## src/crq_consts.svh

```systemverilog
`ifndef CRQ_CONSTS_SVH
`define CRQ_CONSTS_SVH

// ----------------------------------------
// register offsets (byte addresses)
// ----------------------------------------
`define CRQ_ADDR_CTRL      12'h000
`define CRQ_ADDR_TIMING    12'h004
`define CRQ_ADDR_STATUS    12'h008
`define CRQ_ADDR_FREQ      12'h00c
`define CRQ_ADDR_CALIB     12'h010

// ----------------------------------------
// field positions and reset values
// ----------------------------------------
`define CRQ_CTRL_OUT1_OD   0
`define CRQ_CTRL_OUT2_OD   1
`define CRQ_CTRL_FM_FAST   2
`define CRQ_CTRL_XTAL      3
`define CRQ_CTRL_SLOW32K   4
`define CRQ_TIM_LEAD_LSB   0
`define CRQ_TIM_SETTLE_LSB 8
`define CRQ_CALIB_START    0
`define CRQ_CTRL_RST       5'h00

// ----------------------------------------
// timing
// ----------------------------------------
`define CRQ_CLK_HZ         25000000
`define CRQ_CYC_PER_MS     (`CRQ_CLK_HZ / 1000)
`define CRQ_BOOT_TIME_MS   30
`define CRQ_LEAD_TIME_MS   30
`define CRQ_SETTLE_TIME_MS 15

// ----------------------------------------
// frequency detection windows and thresholds
// ----------------------------------------
`define CRQ_FAST_WIN       16'h8000
`define CRQ_SLOW_WIN       16'h0020
`define CRQ_CALIB_WIN      16'h0100
`define CRQ_SLOW_THR       20'h0_6083
`define CRQ_FTHR_0         20'h0_0129
`define CRQ_FTHR_1         20'h0_0150
`define CRQ_FTHR_2         20'h0_0171
`define CRQ_FTHR_3         20'h0_01cc
`define CRQ_FTHR_4         20'h0_0252
`define CRQ_FTHR_5         20'h0_02a0
`define CRQ_FTHR_6         20'h0_02e1
`define CRQ_FTHR_7         20'h0_039e

`endif

```

## src/crq_pkg.sv

```systemverilog
`default_nettype none
package crq_pkg;

   typedef enum logic [2:0]
   {
      crq_st_reset  = 3'b000,
      crq_st_boot   = 3'b001,
      crq_st_lead   = 3'b010,
      crq_st_settle = 3'b011,
      crq_st_detect = 3'b100,
      crq_st_run    = 3'b101
   } crq_state_t;

   typedef struct packed
   {
      logic        armed;
      logic        busy;
      logic        done;
      logic [15:0] win;
      logic [19:0] cnt;
   } crq_meter_st_t;

   typedef struct packed
   {
      crq_state_t  state;
      logic [19:0] ms_pre;
      logic [4:0]  ms_cnt;
      logic [4:0]  reg_high_ms;
      logic        slow_d;
      logic        fmon_d;
      logic        ext_req;
      logic        own_req;
      logic        reg_mode;
      logic        fast_usable;
      logic        det_go;
      logic        det_done;
      logic        calib_go;
      logic        out1_od;
      logic        out2_od;
      logic        fm_on_fast;
      logic        xtal_mode;
      logic        slow_confirm;
      logic [4:0]  lead_ms;
      logic [4:0]  settle_ms;
      logic [3:0]  fast_idx;
      logic [10:0] fast_raw;
      logic        slow_32k;
      logic        req_hi_out;
      logic        req_hi_oe;
      logic        req_n_out;
      logic        req_n_oe;
      logic        pready;
      logic        pslverr;
      logic [31:0] prdata;
   } crq_top_st_t;

endpackage : crq_pkg
`default_nettype wire

```

## src/crq_meter.sv

```systemverilog
`timescale 1ns/100ps
`default_nettype none
module crq_meter
   import crq_pkg::*;
(
   input  wire logic        clk,
   input  wire logic        rst,
   input  wire logic        start,
   input  wire logic        tick,
   input  wire logic        event_in,
   input  wire logic [15:0] window,
   output logic      [19:0] count,
   output logic             busy,
   output logic             done
);
   crq_meter_st_t q;
   crq_meter_st_t next_q;

   // counting starts at the first tick so a partial window is never seen
   always_comb
   begin
      next_q = q;
      if (start)
      begin
         next_q.armed = 1'b1;
         next_q.busy  = 1'b0;
         next_q.done  = 1'b0;
         next_q.cnt   = 20'h0_0000;
         next_q.win   = window;
      end
      else if (q.armed && tick)
      begin
         next_q.armed = 1'b0;
         next_q.busy  = 1'b1;
      end
      else if (q.busy)
      begin
         if (event_in && q.cnt != 20'hf_ffff)
         begin
            next_q.cnt = q.cnt + 20'h0_0001;
         end
         if (tick)
         begin
            if (q.win <= 16'h0001)
            begin
               next_q.busy = 1'b0;
               next_q.done = 1'b1;
            end
            else
            begin
               next_q.win = q.win - 16'h0001;
            end
         end
      end
   end

   always_ff @(posedge clk or posedge rst)
   begin
      if (rst)
      begin
         q <= '0;
      end
      else
      begin
         q <= next_q;
      end
   end

   assign count = q.cnt;
   assign busy  = q.busy | q.armed;
   assign done  = q.done;
endmodule : crq_meter
`default_nettype wire

```

## src/crq_sync.sv

```systemverilog
`timescale 1ns/100ps
`default_nettype none
module crq_sync
#(
   parameter int WIDTH = 7
)
(
   input  wire logic [WIDTH-1:0] clk_d,
   input  wire logic             clk,
   input  wire logic             rst,
   output logic      [WIDTH-1:0] sync_q
);
   typedef struct packed
   {
      logic [WIDTH-1:0] s1;
      logic [WIDTH-1:0] s2;
   } crq_sync_st_t;

   crq_sync_st_t q;
   crq_sync_st_t next_q;

   if (WIDTH < 1)
   begin : g_chk
      $error("crq_sync: WIDTH must be at least 1");
   end

   always_comb
   begin
      next_q    = q;
      next_q.s1 = clk_d;
      next_q.s2 = q.s1;
   end

   always_ff @(posedge clk or posedge rst)
   begin
      if (rst)
      begin
         q <= '0;
      end
      else
      begin
         q <= next_q;
      end
   end

   assign sync_q = q.s2;
endmodule : crq_sync
`default_nettype wire

```

## src/crq_top.sv

```systemverilog
`include "crq_consts.svh"
`timescale 1ns/100ps
`default_nettype none
module crq_top
   import crq_pkg::*;
#(
   parameter int CYC_PER_MS = `CRQ_CYC_PER_MS
)
(
   input  wire logic        clk,
   input  wire logic        rst,
   input  wire logic        psel,
   input  wire logic        penable,
   input  wire logic        pwrite,
   input  wire logic [11:0] paddr,
   input  wire logic [31:0] pwdata,
   output logic      [31:0] prdata,
   output logic             pready,
   output logic             pslverr,
   input  wire logic        hardware_reset_n,
   input  wire logic        slow_clock_input,
   input  wire logic        clk_req_in,
   input  wire logic        fast_clock_monitor,
   input  wire logic        core_supplies_ok,
   input  wire logic        digital_core_supply_ok,
   input  wire logic        io_supply_ok,
   input  wire logic        bt_clk_need,
   input  wire logic        fm_clk_need,
   input  wire logic        bt_low_power,
   input  wire logic        fm_low_power,
   output logic             clk_req_hi_out,
   output logic             clk_req_hi_oe,
   output logic             clk_req_n_out,
   output logic             clk_req_n_oe,
   output logic             reg_mode_out,
   output logic             fast_clock_usable
);
   // ----------------------------------------
   // state and pin synchronisers
   // ----------------------------------------
   crq_top_st_t q;
   crq_top_st_t next_q;
   logic [6:0]  pins_s;
   logic        hrn_s;
   logic        slow_s;
   logic        ext_s;
   logic        fmon_s;
   logic        core_ok_s;
   logic        dig_ok_s;
   logic        io_ok_s;
   logic [19:0] fast_cnt;
   logic [19:0] slow_cnt;
   logic [19:0] cal_cnt;
   logic        fast_done;
   logic        slow_done;
   logic        cal_busy;
   logic        slow_rise;
   logic        fmon_rise;
   logic        ms_tick;
   logic        hw_rst_act;
   logic        own_need;
   logic        lead_ok;
   logic        req_any;
   logic        drive_en;
   logic        addr_hit;
   logic [31:0] rd_data;

   if (CYC_PER_MS < 2 || CYC_PER_MS > 1048575)
   begin : g_chk
      $error("crq_top: CYC_PER_MS out of range");
   end

   crq_sync #(.WIDTH(7)) u_sync
   (
      .clk_d  ({hardware_reset_n, slow_clock_input, clk_req_in, fast_clock_monitor,
                core_supplies_ok, digital_core_supply_ok, io_supply_ok}),
      .clk    (clk),
      .rst    (rst),
      .sync_q (pins_s)
   );
   assign {hrn_s, slow_s, ext_s, fmon_s, core_ok_s, dig_ok_s, io_ok_s} = pins_s;

   // ----------------------------------------
   // frequency meters
   // ----------------------------------------
   crq_meter u_fast
   (
      .clk      (clk),
      .rst      (rst),
      .start    (q.det_go),
      .tick     (1'b1),
      .event_in (fmon_rise),
      .window   (`CRQ_FAST_WIN),
      .count    (fast_cnt),
      .busy     (),
      .done     (fast_done)
   );

   crq_meter u_slow
   (
      .clk      (clk),
      .rst      (rst),
      .start    (q.det_go),
      .tick     (slow_rise),
      .event_in (1'b1),
      .window   (`CRQ_SLOW_WIN),
      .count    (slow_cnt),
      .busy     (),
      .done     (slow_done)
   );

   crq_meter u_calib
   (
      .clk      (clk),
      .rst      (rst),
      .start    (q.calib_go),
      .tick     (slow_rise),
      .event_in (fmon_rise),
      .window   (`CRQ_CALIB_WIN),
      .count    (cal_cnt),
      .busy     (cal_busy),
      .done     ()
   );

   // nearest of the nine supported rates, count taken over the fast window
   function automatic logic [3:0] crq_classify(input logic [19:0] c);
      logic [3:0] idx;
      idx = 4'h0;
      if (c > `CRQ_FTHR_0) idx = 4'h1;
      if (c > `CRQ_FTHR_1) idx = 4'h2;
      if (c > `CRQ_FTHR_2) idx = 4'h3;
      if (c > `CRQ_FTHR_3) idx = 4'h4;
      if (c > `CRQ_FTHR_4) idx = 4'h5;
      if (c > `CRQ_FTHR_5) idx = 4'h6;
      if (c > `CRQ_FTHR_6) idx = 4'h7;
      if (c > `CRQ_FTHR_7) idx = 4'h8;
      return idx;
   endfunction : crq_classify

   assign slow_rise  = slow_s & ~q.slow_d;
   assign fmon_rise  = fmon_s & ~q.fmon_d;
   assign ms_tick    = (q.ms_pre == 20'(CYC_PER_MS - 1));
   assign hw_rst_act = ~hrn_s | ~core_ok_s | ~io_ok_s;
   assign own_need   = bt_clk_need | (q.fm_on_fast & fm_clk_need);
   assign lead_ok    = q.reg_mode && (q.reg_high_ms >= q.lead_ms);
   assign req_any    = q.own_req | q.ext_req;
   // crystal mode or no I/O supply: request pins are not used
   assign drive_en   = io_ok_s & ~q.xtal_mode;

   // ----------------------------------------
   // register read decode
   // ----------------------------------------
   always_comb
   begin
      addr_hit = 1'b1;
      rd_data  = 32'h0000_0000;
      case (paddr)
         `CRQ_ADDR_CTRL:
            rd_data[4:0] = {q.slow_confirm, q.xtal_mode, q.fm_on_fast, q.out2_od, q.out1_od};
         `CRQ_ADDR_TIMING:
            rd_data[12:0] = {q.settle_ms, 3'h0, q.lead_ms};
         `CRQ_ADDR_STATUS:
            rd_data[9:0] = {cal_busy, q.det_done, q.slow_32k | q.slow_confirm,
                            q.fast_usable, q.reg_mode, req_any, 1'b0, q.state};
         `CRQ_ADDR_FREQ:
            rd_data[26:0] = {q.fast_raw, 12'h000, q.fast_idx};
         `CRQ_ADDR_CALIB:
            rd_data[20:0] = {cal_busy, cal_cnt};
         default:
            addr_hit = 1'b0;
      endcase
   end

   // ----------------------------------------
   // next state
   // ----------------------------------------
   always_comb
   begin
      next_q          = q;
      next_q.slow_d   = slow_s;
      next_q.fmon_d   = fmon_s;
      next_q.det_go   = 1'b0;
      next_q.calib_go = 1'b0;
      next_q.pready   = 1'b0;
      next_q.pslverr  = 1'b0;
      next_q.ms_pre   = ms_tick ? 20'h0_0000 : q.ms_pre + 20'h0_0001;

      if (!q.reg_mode)
      begin
         next_q.reg_high_ms = 5'h00;
      end
      else if (ms_tick && q.reg_high_ms != 5'h1f)
      begin
         next_q.reg_high_ms = q.reg_high_ms + 5'h01;
      end

      // resample only on slow clock edges, request flop cannot glitch
      if (slow_rise)
      begin
         next_q.ext_req = ext_s & dig_ok_s;
      end

      case (q.state)
         crq_st_reset:
         begin
            next_q.own_req     = 1'b0;
            next_q.reg_mode    = 1'b0;
            next_q.fast_usable = 1'b0;
            next_q.ms_cnt      = 5'h00;
            next_q.state       = crq_st_boot;
         end
         crq_st_boot:
         begin
            if (ms_tick)
            begin
               next_q.ms_cnt = q.ms_cnt + 5'h01;
            end
            if (q.ms_cnt >= 5'(`CRQ_BOOT_TIME_MS) - q.lead_ms)
            begin
               next_q.reg_mode = 1'b1;
               next_q.state    = crq_st_lead;
            end
         end
         crq_st_lead:
         begin
            if (lead_ok)
            begin
               next_q.own_req = 1'b1;
               next_q.ms_cnt  = 5'h00;
               next_q.state   = crq_st_settle;
            end
         end
         crq_st_settle:
         begin
            if (ms_tick)
            begin
               next_q.ms_cnt = q.ms_cnt + 5'h01;
            end
            if (q.ms_cnt >= q.settle_ms)
            begin
               next_q.fast_usable = 1'b1;
               next_q.det_go      = 1'b1;
               next_q.state       = crq_st_detect;
            end
         end
         crq_st_detect:
         begin
            if (fast_done && slow_done && !q.det_go)
            begin
               next_q.fast_idx = crq_classify(fast_cnt);
               next_q.fast_raw = fast_cnt[10:0];
               next_q.slow_32k = (slow_cnt > `CRQ_SLOW_THR);
               next_q.det_done = 1'b1;
               next_q.state    = crq_st_run;
            end
         end
         crq_st_run:
         begin
            next_q.reg_mode = ~(bt_low_power & fm_low_power) | own_need;
            next_q.own_req  = own_need & lead_ok;
         end
         default:
         begin
            next_q.state = crq_st_reset;
         end
      endcase

      if (hw_rst_act)
      begin
         next_q.state       = crq_st_reset;
         next_q.own_req     = 1'b0;
         next_q.reg_mode    = 1'b0;
         next_q.fast_usable = 1'b0;
         next_q.det_done    = 1'b0;
      end

      // pin drivers follow the request flop one cycle later
      if (!drive_en)
      begin
         next_q.req_hi_out = 1'b0;
         next_q.req_hi_oe  = 1'b0;
         next_q.req_n_out  = 1'b0;
         next_q.req_n_oe   = 1'b0;
      end
      else
      begin
         next_q.req_hi_out = q.out1_od ? 1'b0 : req_any;
         next_q.req_hi_oe  = q.out1_od ? ~req_any : 1'b1;
         next_q.req_n_out  = q.out2_od ? 1'b0 : ~req_any;
         next_q.req_n_oe   = q.out2_od ? req_any : 1'b1;
      end

      // apb: one wait state, write lands when pready is seen high
      if (psel && penable && !q.pready)
      begin
         next_q.pready  = 1'b1;
         next_q.pslverr = ~addr_hit;
         next_q.prdata  = pwrite ? 32'h0000_0000 : rd_data;
      end
      if (psel && penable && q.pready && pwrite)
      begin
         case (paddr)
            `CRQ_ADDR_CTRL:
            begin
               next_q.out1_od      = pwdata[`CRQ_CTRL_OUT1_OD];
               next_q.out2_od      = pwdata[`CRQ_CTRL_OUT2_OD];
               next_q.fm_on_fast   = pwdata[`CRQ_CTRL_FM_FAST];
               next_q.xtal_mode    = pwdata[`CRQ_CTRL_XTAL];
               next_q.slow_confirm = pwdata[`CRQ_CTRL_SLOW32K];
            end
            `CRQ_ADDR_TIMING:
            begin
               next_q.lead_ms   = (pwdata[4:0] > 5'(`CRQ_LEAD_TIME_MS)) ?
                                  5'(`CRQ_LEAD_TIME_MS) : pwdata[4:0];
               next_q.settle_ms = (pwdata[12:8] > 5'(`CRQ_SETTLE_TIME_MS)) ?
                                  5'(`CRQ_SETTLE_TIME_MS) : pwdata[12:8];
            end
            `CRQ_ADDR_CALIB:
            begin
               next_q.calib_go = pwdata[`CRQ_CALIB_START] & q.fast_usable;
            end
            default:
            begin
               next_q.calib_go = 1'b0;
            end
         endcase
      end
   end

   always_ff @(posedge clk or posedge rst)
   begin
      if (rst)
      begin
         q           <= '0;
         q.state     <= crq_st_reset;
         q.lead_ms   <= 5'(`CRQ_LEAD_TIME_MS);
         q.settle_ms <= 5'(`CRQ_SETTLE_TIME_MS);
      end
      else
      begin
         q <= next_q;
      end
   end

   assign prdata            = q.prdata;
   assign pready            = q.pready;
   assign pslverr           = q.pslverr;
   assign clk_req_hi_out    = q.req_hi_out;
   assign clk_req_hi_oe     = q.req_hi_oe;
   assign clk_req_n_out     = q.req_n_out;
   assign clk_req_n_oe      = q.req_n_oe;
   assign reg_mode_out      = q.reg_mode;
   assign fast_clock_usable = q.fast_usable;
endmodule : crq_top
`default_nettype wire

```

## config.mk

```make
export PLATFORM = sky130hd
export DESIGN_NAME = crq_top
export DESIGN_NICKNAME = d
export VERILOG_FILES = /design/src/crq_pkg.sv /design/src/crq_meter.sv /design/src/crq_sync.sv /design/src/crq_top.sv
export VERILOG_INCLUDE_DIRS = /design/src
export SDC_FILE = /design/constraint.sdc
export NUM_CORES = 1
export LEC_CHECK = 0
export BUFFER_PORTS_ARGS = -buffer_cell sky130_fd_sc_hd__buf_2
export CORE_MARGIN = 10
export CORE_UTILIZATION = 55
export CTS_BUF_LIST = sky130_fd_sc_hd__clkbuf_8 sky130_fd_sc_hd__clkbuf_16
export CTS_CLUSTER_SIZE = 40
export DETAILED_ROUTE_END_ITERATION = 8
export GPL_TIMING_DRIVEN = 0
export HOLD_SLACK_MARGIN = 0.08
export PLACE_DENSITY = 0.77
export SYNTH_ARGS = -nofsm -noshare
export SYNTH_HDL_FRONTEND = slang
export SYNTH_HIERARCHICAL = 1
export SYNTH_SLANG_ARGS = --single-unit
```

## constraint.sdc

```tcl
create_clock -name clk -period 3.75 [get_ports clk]
set_clock_uncertainty 0.1 [all_clocks]
set_input_delay 0.75 -clock clk [delete_from_list [all_inputs] [get_ports clk]]
set_output_delay 0.75 -clock clk [all_outputs]
set_load 0.05 [all_outputs]
```

# After elaboration in Yosys (flattened, before gate mapping)
# Cells that the tools add are included.
# word_totals
rom_bits	0
reg_bits	241
n_memories	0
output_inout_bits	40
ram_bits	0
latchBits	0
# classes
n_mux	75
n_reduce_logical	53
add_sub_neg	10
n_bitwise	24
shifts	0
order_cmp	17
eq_ne	28
multipliers	0
n_div	0
# ops
cell	n
two-way mux 39 bit	3
two-way mux 38 bit	3
two-way mux 37 bit	3
adder 20 x 1 -> 20 bit, second input constant	4
greater-than comparator 20 x 10 -> 1 bit, second input constant	4
greater-than comparator 20 x 9 -> 1 bit, second input constant	4
two-way mux 20 bit	4
two-way mux 16 bit	4
inequality test 20 bit, second input constant	3
<= comparator 16 x 1 -> 1 bit, second input constant	3
subtractor 16 x 1 -> 16 bit, second input constant	3
two-way mux 18 bit	2
two-way mux 5 bit	7
two-way mux 34 bit	1
two-way mux 4 bit	8
one-hot mux 5 bit (3 select lines)	2
nonzero test 2 bit	14
two-way mux 27 bit	1
one-hot mux 5 bit (5 select lines)	1
== test 12 x 4 -> 1 bit, second input constant	2
== test 20 x 15 -> 1 bit, second input constant	1
greater-than comparator 20 x 15 -> 1 bit, second input constant	1
two-way mux 1 bit	18
two-way mux 3 bit	6
37 further kinds	105

# Depth between registers and ports, before layout
# Gate-level depths: netlist (run 1).
# depth
depth_word	9
depth_mapped	9
mapped_depth_nobuf	9

# By module
# The synthesis (run 1) kept the hierarchy.
# modules_own_cells
mod	instances	area_each_um2	cells_per_inst
crq_meter	3	2532.4	272
crq_top	1	5674.2	580
crq_sync	1	354.1	15

# Worst setup path after synthesis (run 1)
# Ideal clock, no wire load.
# synth_path
path_type	input to register
start	input paddr[9]
end	register q[64] (netlist name)
path_stages	5
arrival_ns	2.377
path_buffers	0
path_slack_ns	1.148
path_cell_list	or4_4 > nor3_4 > nor3b_4 > and2b_4 > mux2_2
# synth_lines
element	line_no	text
start: declaration	crq_top.sv:15	input wire logic [11:0] paddr,

==> results of run 1 <==
power breakdown:
group	total, mW	switching (mW)	internal (mW)
sequential	2.59	0.0182	2.57
clock	2.60	1.02	1.57
combinational	0.213	0.158	0.0555
cell type report:
class | count | share of cell area [%]
Buffer | 147 | 6.07
Timing Repair Buffer | 73 | 2.51
Tap cell | 324 | 2.62
Multi-Input combinational cell | 1032 | 43.6
Clock inverter | 14 | 0.760
Sequential cell | 236 | 38.2
Clock buffer | 34 | 4.99
Inverter | 48 | 1.18
through the flow:
step | cell area, µm² | utilization [%]
final | 15500 | 63.6
after global routing | 15500 | 63.6
after CTS | 15500 | 63.6
after detailed placement | 14600 | 60.0
after global placement | 14600 | 59.8
after floorplan | 13800 | -
worst max-delay path, cell delays in order, from the launching register on:
cell	delay (ns)
dfstp_2	0.57
ha_1	0.19
nand3_1	0.10
xnor2_1	0.15
ha_1	0.18
or3_1	0.31
a2111oi_0	0.35
o21ai_0	0.27
a41o_1	0.30
cells in the final DEF, fill, tap and decap left out, drive strengths merged, types with 13 or more instances in the layout:
| cell | n |
|---|---|
| a21oi | 51 |
| a22oi | 13 |
| a31oi | 19 |
| and3 | 18 |
| buf | 188 |
| clkbuf | 66 |
| conb | 61 |
| dfrtp | 228 |
| ha | 29 |
| inv | 52 |
| mux2 | 19 |
| nand2 | 141 |
| nand2b | 19 |
| nand3 | 47 |
| nand4 | 36 |
| nor2 | 120 |
| nor3 | 27 |
| nor4 | 41 |
| o211ai | 18 |
| o21ai | 67 |
| o31ai | 15 |
| or3 | 14 |
| or4 | 19 |
| xnor2 | 66 |
| xor2 | 22 |
state kept, by name, indices dropped and copies added, names as in the netlist, 7 cells and up:
register,flops
q,71
u_slow/q,18
u_fast/q,18
u_slow/count,20
u_fast/count,20
u_calib/q,18
prdata,27
u_sync/next_q,7
u_calib/count,20
u_sync/sync_q,7
how the worst max path moves through the flow:
stage                                    to         startpoint  slack, ns  depth (start not counted)
global placement           q[100]$_DFF_PP0_                rst      -1.18                          2
global route              q[84]$_DFFE_PP0P_  q[61]$_DFFE_PP1P_       0.91                          7
floorplan           clk_req_hi_oe$_DFF_PP0_                rst       0.12                          1
CTS                       q[84]$_DFFE_PP0P_  q[61]$_DFFE_PP1P_       1.13                          7
detailed placement        q[65]$_DFFE_PP0P_           paddr[9]       0.87                          6
finish                   q[109]$_DFFE_PP0P_  q[60]$_DFFE_PP1P_       1.11                          8
metal layers:
metal  routed length [µm]  up-vias  share of wire [%]  GRT usage, %
met4                  493        0                1.6          4.17
met1                14100     5271                 44          26.6
met2                15300      266                 48          33.0
li1                     -     5263                  -             -
met5                    0        -                  0             0
met3                 1810       44                5.7          3.44
==> flow_metrics.py, run 1 <==
metrics = {
    "run_status": {
        "status": "finished, final reports clean",
    },
    "place": {
        "dpl.hpwl_mm": 22.8,
        "numPortBuffers": 72,
        "dp_slack_ns": 0.872,
        "gp_congestion": 0.909,
        "placedCellCount": 1860,
    },
    "timing": {
        "min_period_over_period_pct": 70.3,
        "period_needed_ns": 2.64,
        "hold_viol_final": 0,
        "fmax_mhz": 379,
        "relSlewSlack_pct": 37.0,
        "tns_ns": 0,
        "slew_viol_final": 0,
        "setup_violations": 0,
        "tightest_slew_ns": 0.943,
        "rsz0062_at_grt": "no",
        "worst_slack_ns": 1.11,
        "whs_ns": 0.229,
    },
    "detailed_routing": {
        "wl_per_cell_um": 16.6,
        "routed_wirelength_mm": 31.7,
        "firstDrtPassIters": 8,
        "viasPerCell": 5.68,
        "drtIter0Drc": 740,
        "ant_nets": 0,
        "drc_errors": 0,
        "via_count": 10800,
    },
    "global_route": {
        "grt_usage_pct": 19.8,
        "grt_pass1_vias": 10500,
        "grt_pass1_wl_mm": 52.6,
        "antenna_found_initial": 0,
        "gr-total-overflow": 0,
        "grt_start_max_net_pins": 55,
    },
    "setup_path": {
        "end_kind": "flip-flop",
        "r2r_slack_ns": 1.11,
        "arrival_ns": 2.96,
        "crit_fanout": 4,
        "crit_path_start_kind": "flip-flop",
        "r2r_end": "q[109]$_DFFE_PP0P_",
        "rr_startpoint": "q[60]$_DFFE_PP1P_",
        "criticalPathCategory": "flip-flop to flip-flop",
        "required_ns": 4.07,
        "reg2regPathDepth": 8,
    },
    "final_layout": {
        "drive_gt1_share_pct": 20.6,
        "multiInputGateArea_um2": 6750,
        "nNetsFinal": 1653,
        "stdcell_count": 1908,
        "fillers": 1999,
        "final-seq-area_um2": 5920,
        "syn2layout_area_growth_pct": 14.1,
        "n_antenna_cell": 0,
    },
    "clocking": {
        "cts_tree": "yes",
        "cts_setup_buffers": 0,
        "htreeDepth": 1,
        "cts_hold_buf": 0,
        "clock_path_buffers": 3,
        "postCtsResizedCells": 0,
        "cts_sinks": 236,
        "clkTransAtPathRegs_ns": 0.06,
        "cts_made_buffers": 26,
        "insertion_delay_ns": 0.54,
        "cts_root_buf": "clkbuf_16",
    },
    "logic_synthesis": {
        "synth_area_um2": 13600,
        "postSynthCellCount": 1404,
        "synth.avg_cell_area_um2": 9.66,
        "yosys_warnings": 6,
    },
    "floorplanning": {
        "die_y_um": 177,
        "core_um2": 24300,
        "dieArea_um2": 31300,
        "initial_utilization_pct": 55.8,
        "row_count": 57,
        "die_w_um": 177,
        "io_pins": 100,
    },
    "pwr": {
        "ir_drop_uv": 346,
        "p_leak_nw": 6.89,
        "power_mw": 5.40,
        "pwr_density_cell_nw_per_um2": 349,
    },
    "min_path": {
        "hold_depth": 1,
        "holdCritStartpoint": "slow_clock_input",
        "holdPathEnd": "u_sync/next_q[5]$_DFF_PP0_",
        "hp-class": "primary input to flip-flop",
    },
    "flow_run": {
        "drv_cap": 0,
    },
}
(Power assumes the default switching activity.)
==> run 2: changes to the inputs <==
==> constraint.sdc (replaced) <==
create_clock -name clk -period 2.15 [get_ports clk]
set_clock_uncertainty 0.1 [all_clocks]
set_input_delay 0.43 -clock clk [delete_from_list [all_inputs] [get_ports clk]]
set_output_delay 0.43 -clock clk [all_outputs]
set_load 0.05 [all_outputs]
==> run 2 against run 1 <==
  * The flow now finishes with violations (setup timing)
  * Clock-buffer cell count unchanged
  * Wire length increased by 11%
  * Via count increased by 6.6%
  * Die area unchanged
  * Final cell count increased by 3.8%
  * Clock power increased by 89%
  * Largest cell class unchanged
  * Highest routed layer unchanged
==> flow_metrics.py, run 2 (synthesis gave the netlist of run 1 again) <==
metrics = {
    "setup_path": {
        "arrival_ns": 2.62,
        "end_kind": "flip-flop",
        "required_ns": 2.47,
        "criticalPathCategory": "flip-flop to flip-flop",
        "crit_fanout": 4,
        "crit_path_start_kind": "flip-flop",
        "crit_chain": "ha_4, nand3_4, xnor2_2, ha_2, or3_4, a2111oi_4, o21ai_2, a32o_1",
        "slowest_delay_ns": 0.58,
        "slowest_stage": "dfstp_2",
    },
    "pwr": {
        "p_comb_share_pct": 4.3,
        "ir_drop_uv": 535,
        "clockPowerShare_pct": 49.8,
        "p_leak_nw": 7.45,
        "internal-power_mw": 7.69,
        "power.net_switching_mw": 2.18,
        "seq_power_share_pct": 45.8,
        "switching_share_pct": 22.1,
        "pwr_density_cell_nw_per_um2": 585,
    },
    "clocking": {
        "cts_tree": "yes",
        "insertion_delay_ns": 0.54,
        "cts_root_buf": "clkbuf_16",
        "cts_made_buffers": 26,
        "clock_path_buffers": 3,
        "cts_sinks": 236,
        "clkTransAtPathRegs_ns": 0.06,
        "htreeDepth": 1,
    },
    "global_route": {
        "gr-total-overflow": 0,
        "grt_usage_pct": 21.1,
        "grt_pass1_wl_mm": 56.0,
        "antenna_found_initial": 0,
        "grt_pass1_vias": 11100,
        "grt_start_max_net_pins": 40,
    },
    "place": {
        "placedCellCount": 1861,
        "dpl.hpwl_mm": 22.9,
        "gp_congestion": 0.888,
        "numPortBuffers": 72,
        "placed_area_um2": 14600,
        "dp_slack_ns": -0.468,
    },
    "timing": {
        "relSlewSlack_pct": 39.9,
        "slew_viol_final": 0,
        "min_period_over_period_pct": 107,
        "fmax_mhz": 436,
        "whs_ns": 0.0992,
        "hold_viol_final": 0,
        "rsz0062_at_grt": "yes",
        "period_needed_ns": 2.29,
        "tightest_slew_ns": 0.900,
        "setup_violations": 7,
        "worst_slack_ns": -0.144,
    },
    "detailed_routing": {
        "maxUsedRoutingLayer": "met4",
        "drtIter0Drc": 992,
        "viasPerCell": 5.83,
        "wl_met1_mm": 15.0,
        "routed_wirelength_mm": 35.2,
        "wl_met2_mm": 17.3,
        "drc_errors": 0,
        "wl_per_cell_um": 17.8,
        "ant_nets": 0,
        "via_count": 11600,
        "firstDrtPassIters": 7,
        "dr_wl_met3_mm": 1.96,
    },
    "floorplanning": {
        "io_pins": 100,
        "die_y_um": 177,
        "die_w_um": 177,
        "core_um2": 24300,
        "dieArea_um2": 31300,
        "initial_utilization_pct": 55.8,
        "row_count": 57,
    },
    "final_layout": {
        "design_area_um2": 16900,
        "largest-register": "q",
        "syn2layout_area_growth_pct": 24.4,
        "mostFrequentLayoutCells": "dfrtp_1 (225), buf_4 (152), nand2_1 (132)",
        "drive_gt1_share_pct": 28.6,
        "stdcell_count": 1981,
        "largest_reg_flops": 71,
        "fin_util_pct": 69.4,
        "nNetsFinal": 1727,
        "final_common_cell": "dfrtp_1",
        "n_antenna_cell": 0,
    },
    "flow_run": {
        "drv_cap": 0,
    },
    "run_status": {
        "status": "finished, violations left",
        "violations": "setup timing",
    },
    "min_path": {
        "hp-class": "primary input to flip-flop",
    },
}
==> run 2: worst max-delay path: cells and delay by family (launching register included) <==
kind            cells  cell delay [ns]
fa+ha+maj           2             0.33
flops               1             0.58
simple gates        2             0.40
xor+xnor            1             0.14
compound gates      3             0.62
==> run 2: stage by stage <==
step,power (mW),setup TNS [ns]
4_1_cts,9.92,-0.365
2_1_floorplan,4.84,-0.395
3_5_place_dp,4.98,-25.77
5_1_grt,10.2,-1.68
3_3_place_gp,4.96,-59.54
6_report,9.87,-0.545
==> run 2: timing repair <==
action,in CTS,in global routing
gates cloned,1,2
gates resized for setup,55,97
buffers inserted,21,40
endpoints found under the hold margin,148,0
pin swaps,21,44
endpoints found under the setup margin,107,73
hold buffers,15,0
==> run 2: area by class of cell <==
type / instances / area [µm²]
repair buffers: 151 / 1040
plain buffers: 142 / 958
well taps: 324 / 405
inverters: 48 / 186
fillers: 1775 / 7450
clock inverters: 13 / 199
flip-flops and latches: 236 / 5920
clock buffers: 34 / 761
multi-input cells: 1033 / 7400
==> run 2: layer usage <==
metal | track usage, % | vias up
met5 | 0 | -
met4 | 5.15 | 0
met3 | 3.14 | 84
met2 | 36.1 | 394
met1 | 27.4 | 5661
li1 | - | 5416
==> run 2: final timing paths <==
path / startpoint / end / slack, ns / cells after the start
setup / recovery: q[60]$_DFFE_PP1P_ / reg_mode_out$_DFFE_PP0P_ / -0.14 / 8
hold / removal: pwdata[10] / q[56]$_DFFE_PP1P_ / 0.1 / 3
setup reg to reg: q[60]$_DFFE_PP1P_ / reg_mode_out$_DFFE_PP0P_ / -0.14 / 8
hold reg to reg: u_sync/next_q[5]$_DFF_PP0_ / u_sync/sync_q[5]$_DFF_PP0_ / 0.25 / 0
max in group asynchronous: rst / q[60]$_DFFE_PP1P_ / 0.63 / 4
min in group asynchronous: rst / u_sync/sync_q[0]$_DFF_PP0_ / 0.51 / 3
==> run 2: power groups by stage <==
stage / clock network (mW) / registers, mW / logic (mW)
after detailed placement: 0 / 4.60 / 0.380
final: 4.92 / 4.52 / 0.429
after global routing: 5.16 / 4.53 / 0.475
after floorplan: 0 / 4.61 / 0.227
after CTS: 4.99 / 4.52 / 0.407
after global placement: 0 / 4.60 / 0.363
==> run 3: changes to the inputs <==
--- a/config.mk
+++ b/config.mk
@@ -7,14 +7,16 @@
 export NUM_CORES = 1
 export LEC_CHECK = 0
 export BUFFER_PORTS_ARGS = -buffer_cell sky130_fd_sc_hd__buf_2
+export CELL_PAD_IN_SITES_DETAIL_PLACEMENT = 2
+export CELL_PAD_IN_SITES_GLOBAL_PLACEMENT = 2
 export CORE_MARGIN = 10
-export CORE_UTILIZATION = 55
+export CORE_UTILIZATION = 35
 export CTS_BUF_LIST = sky130_fd_sc_hd__clkbuf_8 sky130_fd_sc_hd__clkbuf_16
 export CTS_CLUSTER_SIZE = 40
 export DETAILED_ROUTE_END_ITERATION = 8
 export GPL_TIMING_DRIVEN = 0
 export HOLD_SLACK_MARGIN = 0.08
-export PLACE_DENSITY = 0.77
+export PLACE_DENSITY_LB_ADDON = 0.1
 export SYNTH_ARGS = -nofsm -noshare
 export SYNTH_HDL_FRONTEND = slang
 export SYNTH_HIERARCHICAL = 1
==> run 3 against run 2 <==
  * The run still ends with setup timing left
  * Global-route usage shrank 2.1 points
  * Critical path depth did not move
  * Maximum frequency down 0.47%
  * Clock power grew 11%
  * Non-clock buffer count increased by 28
  * First-iteration DRC count is 43% lower
  * Register-to-register slack about the same
  * Wire length increased by 33%
  * Critical endpoint unchanged
==> flow_metrics.py, run 3 (synthesis gave the netlist of run 1 again) <==
metrics = {
    "floorplanning": {
        "dieArea_um2": 47000,
        "io_pins": 100,
        "die_y_um": 217,
        "initial_utilization_pct": 35.3,
        "row_count": 72,
        "die_w_um": 217,
        "core_um2": 38500,
    },
    "setup_path": {
        "critPathCapture": "reg_mode_out$_DFFE_PP0P_",
        "reg2regPathDepth": 8,
        "crit_path_start_kind": "flip-flop",
        "arrival_ns": 2.66,
        "end_kind": "flip-flop",
        "crit_fanout": 4,
        "worstSetupStartpoint": "q[60]$_DFFE_PP1P_",
        "r2r_slack_ns": -0.15,
        "required_ns": 2.51,
        "r2r_end": "reg_mode_out$_DFFE_PP0P_",
        "rr_startpoint": "q[60]$_DFFE_PP1P_",
        "criticalPathCategory": "flip-flop to flip-flop",
    },
    "clocking": {
        "htreeDepth": 1,
        "cts_sinks": 236,
        "insertion_delay_ns": 0.57,
        "cts_made_buffers": 30,
        "cts_tree": "yes",
        "clkTransAtPathRegs_ns": 0.06,
        "cts_root_buf": "clkbuf_16",
        "clock_path_buffers": 3,
    },
    "place": {
        "numPortBuffers": 72,
        "dp_slack_ns": -0.480,
        "gp_congestion": 0.810,
        "dpl.hpwl_mm": 30.7,
    },
    "timing": {
        "whs_ns": 0.148,
        "hold_viol_final": 0,
        "period_needed_ns": 2.30,
        "fmax_mhz": 434,
        "tightest_slew_ns": 0.732,
        "setup_violations": 8,
        "relSlewSlack_pct": 51.2,
        "worst_slack_ns": -0.155,
        "slew_viol_final": 0,
        "tns_ns": -0.666,
        "min_period_over_period_pct": 107,
        "rsz0062_at_grt": "yes",
    },
    "final_layout": {
        "largest-register": "q",
        "nNetsFinal": 1758,
        "largest_reg_flops": 71,
        "syn2layout_area_growth_pct": 30.5,
        "final_common_cell": "dfrtp_1",
        "fillers": 4101,
        "mostFrequentLayoutCells": "dfrtp_1 (221), buf_4 (171), nand2_1 (130)",
        "drive_gt1_share_pct": 31.1,
        "n_antenna_cell": 0,
    },
    "min_path": {
        "hp-class": "primary input to flip-flop",
    },
    "detailed_routing": {
        "firstDrtPassIters": 5,
        "drtIter0Drc": 563,
        "via_count": 11700,
        "routed_wirelength_mm": 47.0,
        "drc_errors": 0,
        "viasPerCell": 5.30,
        "wl_per_cell_um": 21.3,
        "ant_nets": 0,
    },
    "run_status": {
        "status": "finished, violations left",
        "violations": "setup timing",
    },
    "global_route": {
        "grt_usage_pct": 19.0,
        "grt_pass1_vias": 12900,
        "antenna_found_initial": 0,
        "gr-total-overflow": 0,
        "grt_start_max_net_pins": 40,
        "grt_pass1_wl_mm": 73.7,
    },
    "pwr": {
        "p_leak_nw": 7.77,
        "ir_drop_uv": 543,
        "pwr_density_cell_nw_per_um2": 593,
    },
    "flow_run": {
        "drv_cap": 0,
    },
}
-- run 3: cell count changes in the layout (fill, tap and decap cells not counted), moves of 4 or more --
cell	before	now
nor4_4	12	22
buf_12	2	7
clkinv_4	0	4
buf_4	152	171
clkbuf_4	0	4
dfrtp_1	225	221
nor4_2	17	10
dfrtp_2	3	7
clkbuf_16	26	31
dlygate4sd3_1	15	19
-- run 3: how the worst min path moves through the flow --
stage	from	endpoint	slack, ns	cells after the start
after floorplan	rst	u_sync/next_q[0]$_DFF_PP0_	0.22	1
after global placement	u_sync/next_q[5]$_DFF_PP0_	u_sync/sync_q[5]$_DFF_PP0_	0.24	0
after detailed placement	u_sync/next_q[5]$_DFF_PP0_	u_sync/sync_q[5]$_DFF_PP0_	0.24	0
after CTS	fm_low_power	reg_mode_out$_DFFE_PP0P_	0.13	3
after global routing	fm_low_power	reg_mode_out$_DFFE_PP0P_	0.15	3
final	fm_low_power	reg_mode_out$_DFFE_PP0P_	0.15	3
-- run 3: critical path, cell delays in order, from the launching register on --
cell       delay, ns
dfstp_2         0.58
ha_4            0.17
nand3_4         0.08
xnor2_2         0.14
ha_2            0.18
or3_4           0.34
a2111oi_4       0.21
o21ai_2         0.15
a32o_1          0.24
-- run 3: layer usage --
metal / global-route usage [%] / part of all wire [%] / wire length [µm]
met2: 34.0 / 52 / 24400
met5: 0 / 0 / 0
met3: 2.43 / 2.5 / 1180
met4: 4.59 / 2.3 / 1090
met1: 23.9 / 43 / 20300
-- run 3: layout make-up --
class / instances / area (µm²) / share of cell area [%]
timing repair buffer: 183 / 1350 / 7.61
clock inverter: 18 / 213 / 1.20
multi-input combinational: 1032 / 7590 / 42.9
buffer: 138 / 933 / 5.27
sequential: 236 / 5920 / 33.5
tap: 518 / 648 / 3.66
clock buffer: 37 / 858 / 4.85
inverter: 48 / 186 / 1.05
-- run 3: report_power, final --
group / switching, mW / internal, mW
clock network: 2.17 / 3.31
logic: 0.331 / 0.156
registers: 0.0425 / 4.49
total: 2.54 / 7.95
-- run 3: stage by stage --
stage / util, % / power, mW / instances / cell area [µm²]
finish: 46.0 / 10.5 / 2210 / 17700
global route: 46.0 / 10.9 / 2210 / 17700
floorplan: - / 4.84 / 1463 / 13800
global placement: 38.5 / 4.99 / 2053 / 14800
CTS: 44.2 / 10.6 / 2176 / 17000
detailed placement: 38.9 / 5.03 / 2059 / 14900
-- run 3: what timing repair did --
item	4_1_cts	5_1_grt
buffers inserted	46	39
pin swaps	27	52
setup endpoints to repair	122	82
gates cloned	1	1
resized for setup	100	92
hold endpoints to repair	156	0
hold buffers	19	0
